File: config.mk
export PLATFORM = sky130hd
export DESIGN_NAME = rpb_top
export DESIGN_NICKNAME = d
export VERILOG_FILES = /design/src/design/rpb_pkg.sv /design/src/design/rpb_sync_if.sv /design/src/design/rpb_sync.sv /design/src/design/rpb_top.sv
export SDC_FILE = /design/constraint.sdc
export NUM_CORES = 1
export LEC_CHECK = 0
export BUFFER_PORTS_ARGS = -buffer_cell sky130_fd_sc_hd__buf_2
export CORE_UTILIZATION = 58
export DETAILED_ROUTE_END_ITERATION = 10
export HOLD_SLACK_MARGIN = 0.03
export PLACE_DENSITY_LB_ADDON = 0.1
export SYNTH_ARGS = -nofsm -noshare
export SYNTH_HDL_FRONTEND = slang
export SYNTH_HIERARCHICAL = 1
export SYNTH_SLANG_ARGS = --single-unit
File: constraint.sdc
create_clock -name clk_i -period 3.7 [get_ports clk_i]
set_input_delay 0.74 -clock clk_i [delete_from_list [all_inputs] [get_ports clk_i]]
set_output_delay 0.74 -clock clk_i [all_outputs]
set_load 0.02 [all_outputs]
File: src/design/rpb_pkg.sv
// Package of constants for the reset pin and boot select block
package rpb_pkg;
    localparam int unsigned RPB_QUAL_PERIODS  = 64;
    localparam int unsigned RPB_DRIVE_PERIODS = 12;
    localparam int unsigned RPB_CNT_W         = 8;
    localparam logic [15:0] RPB_BOOT_ADDR     = 16'h0000;
    localparam logic        RPB_EXT_SEL_RST   = 1'b1;
    localparam logic        RPB_RST_ACTIVE    = 1'b1;
endpackage

File: src/design/rpb_sync_if.sv
// Interface carrying synchronised pin levels between modules
`timescale 1ns/1ps
interface rpb_sync_if;
    logic rst_pin_s;
    logic ext_sel_s;
    logic test_pin_s;
    modport src (output rst_pin_s, output ext_sel_s, output test_pin_s);
    modport dst (input rst_pin_s, input ext_sel_s, input test_pin_s);
endinterface

File: src/design/rpb_sync.sv
// Two-flop synchronisers for the external pins
`timescale 1ns/1ps
module rpb_sync
(
    input  wire logic clk_i,
    input  wire logic rst_n_i,
    input  wire logic rst_pin_n_i,
    input  wire logic ext_sel_i,
    input  wire logic test_pin_i,
    rpb_sync_if.src   sync_o
);
    logic [2:0] meta_q;
    logic [2:0] sync_q;

    // Pin sampling, high idle for active-low reset pin
    always_ff @(posedge clk_i or negedge rst_n_i)
    begin
        if (!rst_n_i)
        begin
            meta_q <= 3'h7;
            sync_q <= 3'h7;
        end
        else
        begin
            meta_q <= {test_pin_i, ext_sel_i, rst_pin_n_i};
            sync_q <= meta_q;
        end
    end

    assign sync_o.rst_pin_s  = sync_q[0];
    assign sync_o.ext_sel_s  = sync_q[1];
    assign sync_o.test_pin_s = sync_q[2];
endmodule

File: src/design/rpb_top.sv
// Reset pin qualifier, reset-out driver and boot select capture
`timescale 1ns/1ps
module rpb_top
    import rpb_pkg::*;
#(
    parameter int unsigned QUAL_PERIODS  = RPB_QUAL_PERIODS,
    parameter int unsigned DRIVE_PERIODS = RPB_DRIVE_PERIODS
)
(
    input  wire logic        clk_i,
    input  wire logic        rst_n_i,
    input  wire logic        rst_pin_n_i,
    input  wire logic        wdt_reset_i,
    input  wire logic        pmon_reset_i,
    input  wire logic        ext_sel_i,
    input  wire logic        test_pin_i,
    input  wire logic        idle_i,
    input  wire logic        pdown_i,
    output logic             rst_pin_o,
    output logic             rst_pin_oe_o,
    output logic             core_reset_o,
    output logic             wake_o,
    output logic             port_reset_n_o,
    output logic             ext_fetch_o,
    output logic [15:0]      boot_addr_o,
    output logic             test_mode_o
);
    // Elaboration check of the period counts against the counter width
    if (QUAL_PERIODS < 2 || QUAL_PERIODS > 255 || DRIVE_PERIODS < 1 || DRIVE_PERIODS > 255)
    begin
        $error("rpb_top: period counts out of range");
    end

    localparam logic [RPB_CNT_W-1:0] QUAL_MAX  = RPB_CNT_W'(QUAL_PERIODS);
    localparam logic [RPB_CNT_W-1:0] DRIVE_MAX = RPB_CNT_W'(DRIVE_PERIODS);

    rpb_sync_if sif ();

    rpb_sync u_sync
    (
        .clk_i       (clk_i),
        .rst_n_i     (rst_n_i),
        .rst_pin_n_i (rst_pin_n_i),
        .ext_sel_i   (ext_sel_i),
        .test_pin_i  (test_pin_i),
        .sync_o      (sif)
    );

    ////////////////////////////////////////////////////////////////////////////
    // Low-sample qualification

    logic [RPB_CNT_W-1:0] qual_cnt_q;
    logic                 pin_reset_q;

    always_ff @(posedge clk_i or negedge rst_n_i)
    begin
        if (!rst_n_i)
        begin
            qual_cnt_q  <= '0;
            pin_reset_q <= RPB_RST_ACTIVE;
        end
        else if (sif.rst_pin_s)
        begin
            qual_cnt_q  <= '0;
            pin_reset_q <= 1'b0;
        end
        else if (qual_cnt_q != QUAL_MAX)
        begin
            qual_cnt_q  <= qual_cnt_q + 1'b1;
            pin_reset_q <= (qual_cnt_q == QUAL_MAX - 1'b1) | pin_reset_q;
        end
    end

    ////////////////////////////////////////////////////////////////////////////
    // Reset-out drive on internal sources

    typedef enum logic [1:0]
    {
        RPB_ST_IDLE  = 2'b01,
        RPB_ST_DRIVE = 2'b10
    } rpb_state_t;

    rpb_state_t           state_q;
    logic [RPB_CNT_W-1:0] drive_cnt_q;
    logic                 int_req;

    assign int_req = wdt_reset_i | pmon_reset_i;

    always_ff @(posedge clk_i or negedge rst_n_i)
    begin
        if (!rst_n_i)
        begin
            state_q     <= RPB_ST_IDLE;
            drive_cnt_q <= '0;
        end
        else
        begin
            case (state_q)
                RPB_ST_IDLE:
                begin
                    if (int_req)
                    begin
                        state_q     <= RPB_ST_DRIVE;
                        drive_cnt_q <= '0;
                    end
                end
                RPB_ST_DRIVE:
                begin
                    // Held while source persists, then at least the minimum
                    if (int_req)
                        drive_cnt_q <= '0;
                    else if (drive_cnt_q == DRIVE_MAX - 1'b1)
                        state_q <= RPB_ST_IDLE;
                    else
                        drive_cnt_q <= drive_cnt_q + 1'b1;
                end
                default:
                begin
                    state_q     <= RPB_ST_IDLE;
                    drive_cnt_q <= '0;
                end
            endcase
        end
    end

    always_ff @(posedge clk_i or negedge rst_n_i)
    begin
        if (!rst_n_i)
        begin
            rst_pin_o    <= 1'b0;
            rst_pin_oe_o <= 1'b0;
        end
        else
        begin
            rst_pin_o    <= 1'b0;
            rst_pin_oe_o <= int_req | (state_q == RPB_ST_DRIVE && !(drive_cnt_q == DRIVE_MAX - 1'b1 && !int_req));
        end
    end

    ////////////////////////////////////////////////////////////////////////////
    // Core reset and wake-up

    always_ff @(posedge clk_i or negedge rst_n_i)
    begin
        if (!rst_n_i)
        begin
            core_reset_o <= RPB_RST_ACTIVE;
            wake_o       <= 1'b0;
        end
        else
        begin
            core_reset_o <= pin_reset_q;
            wake_o       <= pin_reset_q & (idle_i | pdown_i);
        end
    end

    // Port reset asserts on the raw pin without a clock and releases on the next clock edge
    always_ff @(posedge clk_i or negedge rst_pin_n_i)
    begin
        if (!rst_pin_n_i)
            port_reset_n_o <= 1'b0;
        else
            port_reset_n_o <= 1'b1;
    end

    ////////////////////////////////////////////////////////////////////////////
    // Boot select capture

    always_ff @(posedge clk_i or negedge rst_n_i)
    begin
        if (!rst_n_i)
        begin
            ext_fetch_o <= 1'b0;
            test_mode_o <= 1'b0;
        end
        else if (pin_reset_q)
        begin
            ext_fetch_o <= !sif.ext_sel_s;
            test_mode_o <= !sif.test_pin_s;
        end
    end

    always_ff @(posedge clk_i or negedge rst_n_i)
    begin
        if (!rst_n_i)
            boot_addr_o <= RPB_BOOT_ADDR;
        else
            boot_addr_o <= RPB_BOOT_ADDR;
    end
endmodule

## Word level (Yosys, flattened, before mapping)

Index checks and enable logic that the tools add are counted.

- Flip-flop bits (word level): 31
- Bits of input ports: 9
- Output and inout bits: 23

- Add/sub/neg operators: 2
- Equality and inequality tests: 9
- Mux-type cells: 12
- Bitwise logic cells: 5
- Reductions and logical operators: 9

Operator list:

| operator | number |
|---|---|
| 8-bit 2-to-1 mux | 5 |
| 8-bit by 1-bit adder with 8-bit output (second input constant) | 2 |
| 8-bit case mux with 2 select lines | 1 |
| 8-bit by 4-bit equality test with 1-bit output (second input constant) | 1 |
| 8-bit by 6-bit equality test with 1-bit output (second input constant) | 1 |
| 8-bit by 7-bit inequality test with 1-bit output (second input constant) | 1 |
| 2-bit 2-to-1 mux | 3 |
| 2-bit inequality test (second input constant) | 3 |
| 1-bit logical NOT | 4 |
| 1-bit OR | 4 |
| 2-bit case mux with 2 select lines | 1 |
| 3-bit inequality test (second input constant) | 1 |
| 3-bit AND reduction | 1 |
| 2-bit by 1-bit equality test with 1-bit output (second input constant) | 1 |
| 2-bit equality test (second input constant) | 1 |
| 1-bit logical AND | 2 |
| 1-bit 2-to-1 mux | 2 |
| 2-bit AND reduction | 1 |
| 2-bit nonzero test | 1 |
| 1-bit AND | 1 |

## Logic depth before layout (Yosys ltp)

- Depth after elaboration: 6
- Gate-level depth with buffers: 5
- Gate-level depth less buffers: 5

## Hierarchy

The synthesis kept the hierarchy.

Modules (own cells, without submodules):

| module | instances | cells an instance | area each (µm²) | seq. area each (µm²) |
|---|---|---|---|---|
| rpb_top | 1 | 151 | 1452.6 | 629.4 |
| rpb_sync | 1 | 6 | 157.7 | 157.7 |

## Worst setup path after synthesis

Ideal clock, no wire load.

- Kind: input to register
- Start: input pmon_reset_i
- End: register drive_cnt_q[7]
- Library setup time: 0.116 ns
- Data arrival time: 1.574 ns
- Path slack: 2.010 ns
- Cell stages on the path: 4
- Path buffers: 1
- Path through: or2_2 > buf_2 > a2111o_1 > o311ai_0

- Cells in the longest elaborated chain, start to end: 3
- Elaborated cells between the ends (all ways): 6

RTL lines:

| element | RTL line | source |
|---|---|---|
| from (decl) | rpb_top.sv:14 | `input wire logic pmon_reset_i,` |
| 1-bit OR (*) | rpb_top.sv:87 | `assign int_req = wdt_reset_i \| pmon_reset_i;` |
| 8-bit 2-to-1 mux (tied with other cells) | rpb_top.sv:110 | `if (int_req)` |
| 8-bit case mux with 2 select lines / 2-bit AND reduction (equally long branches) | -- |  |
| to (signal assigned) | rpb_top.sv:115 | `drive_cnt_q <= drive_cnt_q + 1'b1;` |
| to (decl) | rpb_top.sv:84 | `logic [RPB_CNT_W-1:0] drive_cnt_q;` |

Every way passes the cells marked *; elsewhere a longest branch is shown, timed or not.
A chain may end at the register's enable or synchronous reset.

## Worst setup path after layout

- Start: register drive_cnt_q[0]
- End: register state_q[1]

- Cells in the longest elaborated chain, start to end: 3

RTL lines:

| element | RTL line | source |
|---|---|---|
| 8-bit by 4-bit equality test with 1-bit output | rpb_top.sv:112 | `else if (drive_cnt_q == DRIVE_MAX - 1'b1)` |
| 2-bit inequality test (no line) | -- |  |
| 3-bit AND reduction (no line) | -- |  |
| to (signal assigned) | rpb_top.sv:103 | `state_q <= RPB_ST_DRIVE;` |
| to (signal assigned) | rpb_top.sv:113 | `state_q <= RPB_ST_IDLE;` |
| to (signal assigned) | rpb_top.sv:119 | `state_q <= RPB_ST_IDLE;` |
| to (decl) | rpb_top.sv:83 | `rpb_state_t state_q;` |

Every way passes these cells.

==> flow_metrics.tcl <==
set metrics [dict create \
    yosys_warnings 6 \
    internal_power_w 0.000530 \
    worstMarginPinSlew_ps 746 \
    cap_violations 0 \
    worst_r2r_endpoint "state_q[1]" \
    mostFrequentLayoutCells "dfrtp_1 (22), conb_1 (18), buf_2 (14)" \
    netlist.area_leader.share 0.342 \
    final.setup.tns_ps 0 \
    fin_worst_skew_ps 1.35 \
    synth.distinct_cells 46 \
    placement.io_buffers 14 \
    period_share 0.476 \
    core_um2 2540 \
    power.density_nw_per_um2 450 \
    num_vias 1170 \
    postCtsSetupBuffers 0 \
    final_nets 183 \
    io_pins 32 \
    layout_min_cycle_time_ps 1760 \
    grt_pass1_vias 1048 \
    final_max_slew_viol_count 0 \
    netlist_instances 157 \
    start_util 0.633 \
    vdd_ir_drop_max_v 0.000341 \
    antenna_found_initial 0 \
    ctsHoldBuffers 0 \
    die_w_um 54.7 \
    startpoint_type "flip-flop" \
    reg2reg_depth 4 \
    num_rows 18 \
    die_y_um 54.7 \
    yosysTopAreaCell "dfrtp_1" \
    fin_util 0.664 \
    p_clk_frac 0.296 \
    synth.cell_area_um2 1610 \
    critPathMaxFanout 8 \
    power_frac_seq 0.528 \
    rsz0062_at_grt "false" \
    critPathArrivalTime_ps 1990 \
    cts.htree.levels 2 \
    post_cts_resize_count 0 \
    p_sw_w 0.000230 \
    combPwrFrac 0.175 \
    grt_use_total 0.223 \
    area_growth_pct 4.90 \
    clock_latency_ps 320 \
    synth_seq_area_share 0.489 \
    path_class "flip-flop to flip-flop" \
    max_clock_freq_mhz 567 \
    gp_congestion 0.888 \
    dp_hpwl_mm 2.00 \
    drtIter0Drc 32 \
    synth_edf_count 0 \
    synth_ff_type "dfrtp_1" \
    hold_violations 0 \
    clk_root_buffer_cell "clkbuf_4" \
    grt_pass1_wl_mm 4.61 \
    cp_data_required_time_ps 3920 \
    p_sw_frac 0.303 \
    p_leak_nw 0.729 \
    synthTopCellsByArea "dfrtp_1 (34%), dfstp_2 (15%), buf_4 (7.9%), a21oi_1 (3.1%), nand3_1 (3.1%)" \
    antenna_cells 0 \
    drive_gt1_frac 0.209 \
    status "finished, final reports clean" \
    critPathCaptureType "flip-flop" \
    hold_class "input pin to asynchronous set/reset pin" \
    final_common_cell "dfrtp_1" \
    cts_tree "built" \
    overflow 0 \
    async_reset_ff_frac 1.00 \
    clkSlewWorstSetupHoldPaths_ps 100 \
    setup_viol 0 \
    post_drt_wl_per_cell_um 13.4 \
    cts_buffers 5 \
    ant_nets 0 \
    drc 0 \
    grt_max_degree 31 \
    routed_wl_mm 2.71 \
    ys_ff_latch 31 \
    cts_num_sinks 31 \
    syn_avg_cell_area_um2 10.3 \
    clock_path_buffers 2 \
    die_area_um2 2990 \
    slew_headroom 0.501 \
    reg2reg_setup_slack_ps 1940 \
    drtPass1Iterations 5 \
    reg2reg_from "drive_cnt_q[0]" \
    vias_per_cell 5.79 \
]
==> state kept, by name, summed over array words and instances, names as in the netlist <==
name            cells
drive_cnt_q         8
qual_cnt_q          8
u_sync/meta_q       3
u_sync/sync_q       3
state_q             2
core_reset_o        1
ext_fetch_o         1
pin_reset_q         1
port_reset_n_o      1
rst_pin_oe_o        1
test_mode_o         1
wake_o              1
==> metal layers <==
layer | vias up | track usage | part of all wire
met4 | 0 | 0.0897 | 0.019
met3 | 8 | 0.0583 | 0.051
li1 | 557 | - | -
met5 | - | 0 | 0
met2 | 43 | 0.369 | 0.51
met1 | 562 | 0.274 | 0.42
==> power by group through the flow <==
stage	registers [W]	logic (W)	clock network (W)
after floorplan	0.000383	0.000153	0
after global placement	0.000409	0.000128	0
after detailed placement	0.000408	0.000133	0
after CTS	0.000402	0.000134	0.000232
after global routing	0.000405	0.000153	0.000246
final	0.000402	0.000133	0.000225
==> cell usage after synthesis, drive strengths merged (2+ instances only) <==
master   n
xnor2    2
nand2    7
or3      3
nand2b   5
nor2     6
a21oi   10
nand3   10
dfstp    9
nor3b    3
nand4    4
o311ai   2
a2111o   2
inv      6
nor4b    3
buf     21
dfrtp   22
clkbuf   2
xor2     3
conb     2
nor2b    3
ha       3
nor3     2
or4      2
o21ai    9
==> logic make-up (layout without fill, tap and decap cells) <==
kind of cell,count (synthesis),in the layout,synth area share
xor+xnor,5,5,0.0272
compound gates,33,33,0.135
simple gates,54,54,0.207
buf+inv,29,28,0.114
fa+ha+maj,3,3,0.0233
flops,31,31,0.489
other cells,2,18,0.00466
==> critical path: stages (launching register included) <==
cell	delay, ps
dfrtp_1	490
ha_1	320
nor4b_2	490
a31oi_1	170
a21o_1	190
==> worst max-delay path by stage <==
stage                    from             end
2_1_floorplan    pmon_reset_i  drive_cnt_q[7]
3_3_place_gp     pmon_reset_i  drive_cnt_q[7]
3_5_place_dp     pmon_reset_i  drive_cnt_q[7]
4_1_cts        drive_cnt_q[0]      state_q[1]
5_1_grt        drive_cnt_q[0]      state_q[1]
6_report       drive_cnt_q[0]      state_q[1]
==> area by class of cell <==
cell class                      count  area (um^2)
Multi-Input combinational cell    113          699
Sequential cell                    31          787
Fill cell                         209          856
Tap cell                           30         37.5
Clock buffer                        7         65.1
Timing Repair Buffer               14         70.1
Clock inverter                      1         7.51
Inverter                            6         22.5
==> stage by stage <==
stage	instance area, um^2	total power (W)	worst slack, ps	hold WS [ps]	instances
after floorplan	1670	0.000536	2010	345	173
after global placement	1620	0.000536	1920	346	194
after detailed placement	1620	0.000541	1880	348	194
after CTS	1690	0.000767	1940	167	202
after global routing	1690	0.000803	1800	153	202
final	1690	0.000761	1940	175	202
Note: power is estimated with default switching activity, not from simulation.
